File: src/pwmb_defs.svh
// pwmb_defs.svh: offsets, field positions, reset values and timing counts of the bridge steering block.
// Assumes inclusion by bare name from the package and the design module.
`ifndef PWMB_DEFS_SVH
`define PWMB_DEFS_SVH

// ==========================================================
// register byte offsets
`define PWMB_OFS_CTRL 8'h00
`define PWMB_OFS_DUTY 8'h04
`define PWMB_OFS_PERIOD 8'h08
`define PWMB_OFS_DEAD 8'h0C
`define PWMB_OFS_STATUS 8'h10

// ==========================================================
// field positions
`define PWMB_CTRL_CFG 1:0
`define PWMB_CTRL_POL 2
`define PWMB_CTRL_PRE 4:3
`define PWMB_DUTY_F 9:0
`define PWMB_PERIOD_F 7:0
`define PWMB_DEAD_F 6:0

// ==========================================================
// reset values
`define PWMB_RST_CFG 2'h0
`define PWMB_RST_PRE 2'h0
`define PWMB_RST_DUTY 10'h000
`define PWMB_RST_PERIOD 8'hFF
`define PWMB_RST_DEAD 7'h00

// ==========================================================
// prescale codes and last sub-count of one timer step
`define PWMB_PRE_DIV1 2'h0
`define PWMB_PRE_DIV4 2'h1
`define PWMB_STEP_DIV1 6'h03
`define PWMB_STEP_DIV4 6'h0F
`define PWMB_STEP_DIV16 6'h3F

// ==========================================================
// timing: one instruction cycle is four oscillator periods
`define PWMB_TOSC_NS 25
`define PWMB_CLK_NS 25
`define PWMB_TCY_TOSC 4
`define PWMB_TCY_CLKS ((`PWMB_TCY_TOSC * `PWMB_TOSC_NS) / `PWMB_CLK_NS)

`endif

File: src/pwmb_pkg.sv
// pwmb_pkg.sv: types of the bridge steering block.
// Assumes pwmb_defs.svh is on the include path.
`include "pwmb_defs.svh"

package pwmb_pkg;

  // ==========================================================
  // output configuration codes
  typedef enum logic [1:0] {
    PWMB_SINGLE = 2'b00,
    PWMB_FWD = 2'b01,
    PWMB_HALF = 2'b10,
    PWMB_REV = 2'b11
  } pwmb_mode_e;

  // ==========================================================
  // whole state of the block
  typedef struct packed {
    logic [1:0] ctrlCfg;
    logic ctrlPol;
    logic [1:0] ctrlPre;
    logic [9:0] duty;
    logic [7:0] period;
    logic [6:0] dead;
    logic [1:0] shCfg;
    logic shPol;
    logic [1:0] shPre;
    logic [9:0] shDuty;
    logic [6:0] shDead;
    logic [5:0] cnt;
    logic [7:0] timer;
    logic pwm;
    logic [8:0] dlyA;
    logic [8:0] dlyB;
    logic [3:0] outs;
    logic wrPend;
    logic [7:0] wrAddr;
    logic [31:0] rdata;
  } pwmb_state_s;

endpackage

File: src/pwmb_bridge.sv
// pwmb_bridge.sv: PWM base waveform and four-output bridge steering with an AHB-Lite register slave.
// Assumes clk_sys is the oscillator, a single AHB-Lite master, and external pin direction control.
//
// Added by the designer: the placing of the registers and the AHB-Lite slave port.
`timescale 1ns/1ps
`default_nettype none
`include "pwmb_defs.svh"

module pwmb_bridge (
  // clock and reset
  input wire logic clk_sys,
  input wire logic reset_n,
  // ahb-lite slave
  input wire logic hsel,
  input wire logic [31:0] haddr,
  input wire logic [1:0] htrans,
  input wire logic hwrite,
  input wire logic [2:0] hsize,
  input wire logic [31:0] hwdata,
  input wire logic hready,
  output logic hreadyout,
  output logic hresp,
  output logic [31:0] hrdata,
  // bridge drive outputs
  output logic bridge_out_a,
  output logic bridge_out_b,
  output logic bridge_out_c,
  output logic bridge_out_d
);

  // ==========================================================
  // helper functions

  // last sub-count of one timer step for a prescale code
  function automatic logic [5:0] stepMax(input logic [1:0] pre);
    case (pre)
      `PWMB_PRE_DIV1: stepMax = `PWMB_STEP_DIV1;
      `PWMB_PRE_DIV4: stepMax = `PWMB_STEP_DIV4;
      default: stepMax = `PWMB_STEP_DIV16;
    endcase
  endfunction

  // two low-order bits that extend the timer for the duty compare
  function automatic logic [1:0] subBits(input logic [5:0] cnt, input logic [1:0] pre);
    case (pre)
      `PWMB_PRE_DIV1: subBits = cnt[1:0];
      `PWMB_PRE_DIV4: subBits = cnt[3:2];
      default: subBits = cnt[5:4];
    endcase
  endfunction

  // dead-band counter step: restarts while the target is inactive, saturates at the limit
  function automatic logic [8:0] dbStep(input logic target, input logic [8:0] cur, input logic [8:0] lim);
    if (!target) begin
      dbStep = 9'h000;
    end else if (cur < lim) begin
      dbStep = cur + 9'h001;
    end else begin
      dbStep = cur;
    end
  endfunction

  // ==========================================================
  // state and decoded terms
  pwmb_pkg::pwmb_state_s s, next_s;
  logic busAct;
  logic lastTick;
  logic periodStart;
  logic pendDir;
  logic guard;
  logic fullMode;
  logic newDir;
  logic [8:0] dbClks;
  logic actA, actB, lvlMod;
  logic dutyHit; // duty compare true in this clock
  logic pwmLive; // waveform with the duty match applied in the same clock
  logic [3:0] rawOuts;
  logic [31:0] readVal;

  // ==========================================================
  // combinational next state
  always_comb begin
    next_s = s;
    busAct = hsel && hready && htrans[1];
    // register writes land in the data phase
    if (s.wrPend) begin
      case (s.wrAddr)
        `PWMB_OFS_CTRL: begin
          next_s.ctrlCfg = hwdata[`PWMB_CTRL_CFG];
          next_s.ctrlPol = hwdata[`PWMB_CTRL_POL];
          next_s.ctrlPre = hwdata[`PWMB_CTRL_PRE];
        end
        `PWMB_OFS_DUTY: next_s.duty = hwdata[`PWMB_DUTY_F];
        `PWMB_OFS_PERIOD: next_s.period = hwdata[`PWMB_PERIOD_F];
        `PWMB_OFS_DEAD: next_s.dead = hwdata[`PWMB_DEAD_F];
        default: ;
      endcase
    end
    next_s.wrPend = busAct && hwrite;
    next_s.wrAddr = haddr[7:0];
    // read data captured in the address phase, shown in the data phase
    case (haddr[7:0])
      `PWMB_OFS_CTRL: readVal = {27'h000_0000, s.ctrlPre, s.ctrlPol, s.ctrlCfg};
      `PWMB_OFS_DUTY: readVal = {22'h00_0000, s.duty};
      `PWMB_OFS_PERIOD: readVal = {24'h00_0000, s.period};
      `PWMB_OFS_DEAD: readVal = {25'h000_0000, s.dead};
      `PWMB_OFS_STATUS: readVal = {18'h0_0000, s.timer, s.outs, s.shCfg};
      default: readVal = 32'h0000_0000;
    endcase
    if (busAct && !hwrite) begin
      next_s.rdata = readVal;
    end
    // timebase: one timer step is four clocks times the prescale
    lastTick = s.cnt == stepMax(s.shPre);
    periodStart = lastTick && (s.timer == s.period);
    next_s.cnt = lastTick ? 6'h00 : s.cnt + 6'h01;
    if (periodStart) begin
      next_s.timer = 8'h00;
    end else if (lastTick) begin
      next_s.timer = s.timer + 8'h01;
    end
    // shadow copies reload only on the period boundary
    if (periodStart) begin
      next_s.shCfg = s.ctrlCfg;
      next_s.shPol = s.ctrlPol;
      next_s.shPre = s.ctrlPre;
      next_s.shDuty = s.duty;
      next_s.shDead = s.dead;
    end
    // duty match: the waveform drops in the clock of the match, so a duty of n lasts n sub-steps exactly
    dutyHit = {s.timer, subBits(s.cnt, s.shPre)} == s.shDuty;
    pwmLive = s.pwm && !dutyHit;
    // base waveform: set at period start unless duty is zero, clear on match
    if (periodStart) begin
      next_s.pwm = s.duty != `PWMB_RST_DUTY;
    end else if (dutyHit) begin
      next_s.pwm = 1'b0;
    end
    // dead-band counters time only the rising edge of each half-bridge target
    // at-or-above compare: a count left over from a longer dead-band must not lock an output off
    dbClks = 9'(s.shDead * `PWMB_TCY_CLKS);
    next_s.dlyA = dbStep(pwmLive, s.dlyA, dbClks);
    next_s.dlyB = dbStep(!pwmLive, s.dlyB, dbClks);
    actA = pwmLive && (s.dlyA >= dbClks);
    actB = !pwmLive && (s.dlyB >= dbClks);
    // direction change: pending while software direction differs from the live one
    fullMode = s.shCfg[0];
    newDir = s.ctrlCfg[1];
    pendDir = fullMode && s.ctrlCfg[0] && (newDir != s.shCfg[1]);
    guard = pendDir && (s.timer == s.period);
    lvlMod = pwmLive && !guard;
    // steering, outputs ordered {d, c, b, a}, one meaning active
    case (pwmb_pkg::pwmb_mode_e'(s.shCfg))
      pwmb_pkg::PWMB_HALF: rawOuts = {2'b00, actB, actA};
      pwmb_pkg::PWMB_FWD: begin
        if (guard) begin
          rawOuts = 4'b0100;
        end else begin
          rawOuts = {lvlMod, 2'b00, 1'b1};
        end
      end
      pwmb_pkg::PWMB_REV: begin
        if (guard) begin
          rawOuts = 4'b0001;
        end else begin
          rawOuts = {1'b0, 1'b1, lvlMod, 1'b0};
        end
      end
      default: rawOuts = {3'b000, pwmLive};
    endcase
    next_s.outs = rawOuts ^ {4{s.shPol}};
  end

  // ==========================================================
  // state register
  always_ff @(posedge clk_sys) begin
    if (!reset_n) begin
      s <= '{ctrlCfg: `PWMB_RST_CFG, ctrlPol: 1'b0, ctrlPre: `PWMB_RST_PRE, duty: `PWMB_RST_DUTY,
             period: `PWMB_RST_PERIOD, dead: `PWMB_RST_DEAD, shCfg: `PWMB_RST_CFG, shPol: 1'b0,
             shPre: `PWMB_RST_PRE, shDuty: `PWMB_RST_DUTY, shDead: `PWMB_RST_DEAD, cnt: 6'h00,
             timer: 8'h00, pwm: 1'b0, dlyA: 9'h000, dlyB: 9'h000, outs: 4'h0, wrPend: 1'b0,
             wrAddr: 8'h00, rdata: 32'h0000_0000};
    end else begin
      s <= next_s;
    end
  end

  // ==========================================================
  // port drive: always ready, always OKAY
  assign hreadyout = 1'b1;
  assign hresp = 1'b0;
  assign hrdata = s.rdata;
  assign bridge_out_a = s.outs[0];
  assign bridge_out_b = s.outs[1];
  assign bridge_out_c = s.outs[2];
  assign bridge_out_d = s.outs[3];
endmodule

`default_nettype wire

File: config.mk
export PLATFORM = sky130hd
export DESIGN_NAME = pwmb_bridge
export DESIGN_NICKNAME = d
export VERILOG_FILES = /design/src/pwmb_pkg.sv /design/src/pwmb_bridge.sv
export VERILOG_INCLUDE_DIRS = /design/src
export SDC_FILE = /design/constraint.sdc
export NUM_CORES = 1
export LEC_CHECK = 0
export BUFFER_PORTS_ARGS = -buffer_cell sky130_fd_sc_hd__buf_2
export CORE_MARGIN = 10
export CORE_UTILIZATION = 35
export DETAILED_ROUTE_END_ITERATION = 10
export SYNTH_ARGS = -nofsm -noshare
export SYNTH_HDL_FRONTEND = slang
export SYNTH_SLANG_ARGS = --single-unit
File: constraint.sdc
create_clock -name clk_sys -period 2.9 [get_ports clk_sys]
set_clock_uncertainty 0.2 [all_clocks]
set_input_delay 0.29 -clock clk_sys [delete_from_list [all_inputs] [get_ports clk_sys]]
set_output_delay 0.29 -clock clk_sys [all_outputs]
set_load 0.01 [all_outputs]
==> metrics.txt, run 1 <==
most common cell in the netlist dfxtp_1; first-pass detailed-route iteration total 5; synthesis-to-finish area growth 10.4%; violation count after the first detailed-route iteration 205; CTS sink cnt 112; drt wl/cell 15.4 um; Avg Cell Area, Syn 9.18 sq um; DRC violations left 0; Async SR Flop Fraction 0; RSZ-0062 raised after global routing false; top cells by instance count after synthesis 112 x dfxtp_1, 88 x nor2_1, 58 x mux2i_1; Power Density 467 nW/um^2; cells after synthesis 600; worst-case reg-to-reg path depth 8; Root Driver clkbuf_16; WP data arrival 2.68 ns; layout cells sized above 1 0.121; initial antenna violation count 4; f_max 389 MHz; largest net degree at the start of global routing 35; Hold Path Cell Cnt 3; core area 15300 sq um; GPL Wtd Cong 0.831; crit path time final 2.57 ns; CTS buffer count 9; # port buffers 41; area share of the largest cell type after synthesis 0.407; area leader, netlist dfxtp_1; Post-synth EDFFs 0; vias in the first global route 4111; Chip Height 145 um; first-pass GRT wire length 20.9 mm; DIE AREA 21200 sq um; max_cap viols 0; sequential area share after synthesis 0.407; Clock Path Buffers 2; # setup viols final 0; CP Class in -> reg; Critical Path Sink Type register; worst hold path type in -> reg; Setup TNS 0 ns; dpl hpwl 9.56 mm; status finished clean; Warnings, synthesis 0; fin util 0.397; flop and latch count out of synthesis 112; Clock Latency Late Sink 0.35 ns; Max Slew Vio Count 0; Final #Nets 716; drt total wl 12.9 mm; via count 4184; Ports 112; TritonCTS clock tree yes; Tcrit/Tclk final 0.887; unique cell type count in the Yosys netlist 60; Slew @ Worst Pin 0.685 ns; # H-tree levels 3; largest cells by area after synthesis dfxtp_1 41%, mux2i_1 11%, nor2_1 6.0%; Mapped Area 5510 sq um; slew margin rel. 0.542; VDD IR max 0.293 mV; final hold violation count 0; Worst setup SP type input pin; Via density 4.98; Leak 0.00243 uW; Synth Flop Type dfxtp_1; Die Width 145 um; Final ANT Viol Nets 0; Worst Path Required 3.00 ns; Congestion Overflow GR 0; gr usage total 0.120; CP max FO 10; Site Rows 45; Starting Density 0.360; clock-pin slew on the worst setup and hold paths 0.07 ns
[registers in the layout, indices dropped and copies added, names as in the netlist]
| name | cells |
|---|---|
| bridge_out_c | 1 |
| hrdata | 14 |
| bridge_out_b | 1 |
| fullMode | 1 |
| bridge_out_d | 1 |
| newDir | 1 |
| bridge_out_a | 1 |
| s | 92 |
[layout make-up]
type	instances	area, sq um
sequential	112	2240
clock inverter	4	31.3
tap	211	264
inverter	17	63.8
multi-input combinational	424	2860
clock buffer	11	233
fill	1546	9230
antenna	4	10.0
timing repair buffer	58	375
[repair_timing]
action,CTS,global route
hold buffers,12,0
resized for setup,0,0
setup buffers,0,0
endpoints found under the hold margin,12,0
[placed cells by master (no fill, tap or decap), types with 3 or more instances in the layout]
master,n
ha_1,20
diode_2,4
dlygate4sd3_1,12
xor2_1,22
conb_1,20
a31oi_1,6
mux2i_1,58
nand4_1,9
a21oi_1,11
a221oi_1,5
a22oi_1,11
buf_2,41
a21o_1,4
buf_4,4
clkbuf_16,9
and3_1,9
and2_1,10
nand3_1,17
dfxtp_1,112
xnor2_1,24
inv_1,17
nor3_1,6
a222oi_1,3
o21ai_0,16
nand2_1,40
nor4_1,8
nor2_1,88
[where the power goes]
| group | internal (uW) | total [uW] | switching (uW) | leakage, uW |
|---|---|---|---|---|
| sequential | 1550 | 1570 | 15.7 | 0.000905 |
| clock | 584 | 1140 | 561 | 0.000124 |
| combinational | 49.5 | 131 | 81.1 | 0.00141 |
| total | 2190 | 2840 | 658 | 0.00243 |
[stage by stage]
stage	total power, uW	std cells	cell area [sq um]	worst slack, ns	hold WS [ns]
floorplan	1700	618	5580	0.573	0.204
global placement	1720	810	5690	0.488	0.262
detailed placement	1720	810	5690	0.448	0.274
CTS	2870	837	6070	0.401	0.00134
global route	2940	839	6080	0.171	0.0232
finish	2840	841	6080	0.328	0.00521
[metal layers]
layer / global-route usage / wire, um
met5: 0 / 0
met4: 0.0546 / 318
met3: 0.0283 / 652
met2: 0.197 / 6140
met1: 0.145 / 5830
[worst paths after layout]
kind	endpoint	slack (ns)	from
max	hrdata[9]	0.33	haddr[7]
min	s[40]	0.005	hready
min reg2reg	s[72]	0.28	s[72]
max reg2reg	s[52]	0.44	s[79]
[logic make-up after synthesis]
family | synth area share
compound gates | 0.0931
other cells | 0.00136
simple gates | 0.189
buf+inv | 0.0854
xor+xnor | 0.0731
flops | 0.407
fa+ha+maj | 0.0454
mux | 0.105
[worst max-delay path, stage by stage]
cell	delay [ns]
dlygate4sd3_1	0.56
buf_2	0.14
or4_4	0.54
nor2_2	0.21
and3_1	0.47
a22oi_1	0.15
o21ai_0	0.18
and2_1	0.14
(Power assumes the default switching activity.)
==> run 2: changes to the inputs <==
CELL_PAD_IN_SITES_DETAIL_PLACEMENT = 1   (was unset)
CELL_PAD_IN_SITES_GLOBAL_PLACEMENT = 1   (was unset)
PLACE_DENSITY_LB_ADDON = 0.1   (was unset)
==> run 2 against run 1 <==
Critical path depth is the same. Register-to-register slack got worse by 0.06 ns. Sequential power is essentially flat. Sequential cell count is the same. Via count down 1.2%. Largest power group unchanged. Final cell count grew 0.12%. Worst setup slack improved by 0.0062 ns. Clock-buffer cell count decreased by 2. Die area is the same.
==> metrics.txt, run 2 (same netlist as run 1, synthesis figures left out) <==
Congestion Overflow GR 0; worst hold path type in -> reg; Tcrit/Tclk final 0.885; Ports 112; Starting Density 0.360; Ant. Diodes 0; DRC violations left 0; crit-path leading delay family simple AND/OR/NAND/NOR gates; # port buffers 41; Clock Latency Late Sink 0.36 ns; commonest non-fill, non-tap cell in the layout dfxtp_1; Power Density 480 nW/um^2; f_max 390 MHz; Via density 4.91; CTS sink cnt 112; drt total wl 14.5 mm; Max Slew Vio Count 0; Clk pwr share 0.421; largest net degree at the start of global routing 27; Critical Path Sink Type register; CP max FO 10; GPL Wtd Cong 0.795; synthesis-to-finish area growth 11.3%; Site Rows 45; Setup TNS 0 ns; gr busiest metal met2; met2 usage 0.207; VDD IR max 0.284 mV; Final ANT Viol Nets 0; first-pass GRT wire length 23.5 mm; core area 15300 sq um; Sequential Power Share 0.533; # H-tree levels 3; cell chain of the critical path dlygate4sd3_1, buf_2, or4_4, nor2_2, and3_1, a222oi_1, a21oi_1, a31o_2; first-pass detailed-route iteration total 4; Largest Register s; TritonCTS clock tree yes; Slew @ Worst Pin 0.725 ns; status finished clean; DIE AREA 21200 sq um; Die Width 145 um; final hold violation count 0; crit path time final 2.57 ns; CP Launch Point haddr[7]; Net Switching 734 uW; final total power 2940 uW; setup repair bufs after CTS 0; Worst Slack Setup Final 0.335 ns; Worst Path Required 3.01 ns; dpl hpwl 10.9 mm; Place WS 0.403 ns; P_int 2210 uW; met3 global-route usage 0.0422; vias in the first global route 4251; Leak 0.00247 uW; Comb power frac 0.046; Hold Startpoint hwdata[2]; Chip Height 145 um; Worst setup SP type input pin; Buf+Inv Stages, Crit Path 2; Clock Path Buffers 2; CTS buffer count 9; CP max stage delay 0.54 ns; via count 4133; violation count after the first detailed-route iteration 145; layout cells sized above 1 0.128; max reg flops 92; RSZ-0062 raised after global routing false; most frequent cells in the layout 112 x dfxtp_1, 88 x nor2_1, 58 x mux2i_1, 41 x buf_2, 40 x nand2_1; CP Class in -> reg; Final #Nets 720; grt met1 use 0.189; initial antenna violation count 0; FF-to-FF setup slack 0.38 ns; WP data arrival 2.68 ns; filler-free cell count of the finished design 842; Post-CTS Resized 0; worst r2r src s[79]; # placed instances 812; Crit-path slowest cell or4_4; gr usage total 0.138; slew margin rel. 0.515; # setup viols final 0; max_cap viols 0; Root Driver clkbuf_16; drt wl/cell 17.2 um; clock-pin slew on the worst setup and hold paths 0.08 ns; fin util 0.400; Switching Share 0.250
==> run 2: cell count changes in the layout (fill, tap and decap cells not counted) <==
| cell | before | now |
|---|---|---|
| buf_4 | 4 | 6 |
| clkbuf_1 | 2 | 0 |
| clkinv_2 | 1 | 0 |
| clkinv_4 | 0 | 1 |
| clkinvlp_4 | 2 | 1 |
| diode_2 | 4 | 0 |
| dlygate4sd3_1 | 12 | 14 |
| inv_6 | 0 | 4 |
==> run 2: area by class of cell <==
cell class                      instances  area (sq um)
Clock inverter                          7          62.6
Clock buffer                            9           225
Sequential cell                       112          2240
Multi-Input combinational cell        424          2860
Inverter                               17          63.8
Fill cell                            1791          9180
Timing Repair Buffer                   62           410
Tap cell                              211           264
==> run 2: power groups by stage <==
stage	clock network, uW	logic [uW]	registers, uW
floorplan	0	101	1600
global placement	0	121	1600
detailed placement	0	123	1600
CTS	1290	137	1570
global route	1350	153	1570
finish	1240	137	1570
==> run 2: worst paths after layout <==
check | end | depth (start not counted)
setup / recovery | hrdata[6] | 8
hold / removal | s[109] | 3
setup reg to reg | s[52] | 8
hold reg to reg | hrdata[5] | 1
==> run 2: metal layers <==
layer  part of all wire  wire (um)
met1               0.50       7310
met2               0.44       6420
met3              0.043        623
met4              0.010        150
met5                  0          0
==> run 2: metrics by stage <==
stage	area (sq um)	hold WS [ns]
floorplan	5580	0.204
global placement	5700	0.254
detailed placement	5700	0.263
CTS	6130	0.0146
global route	6130	0.0267
finish	6130	0.0264
==> run 2: repair_timing <==
action	CTS	global route
endpoints found under the hold margin	14	0
hold buffers	14	0
endpoints found under the setup margin	0	0
==> run 2: worst register-to-register path, stage by stage, from the launching register on <==
cell and delay [ns]:
dfxtp_1 0.34, inv_1 0.08, ha_1 0.30, nor2b_1 0.14, o21bai_1 0.11, a21oi_1 0.22
or3_4 0.43, or4_1 0.47, a21oi_1 0.16
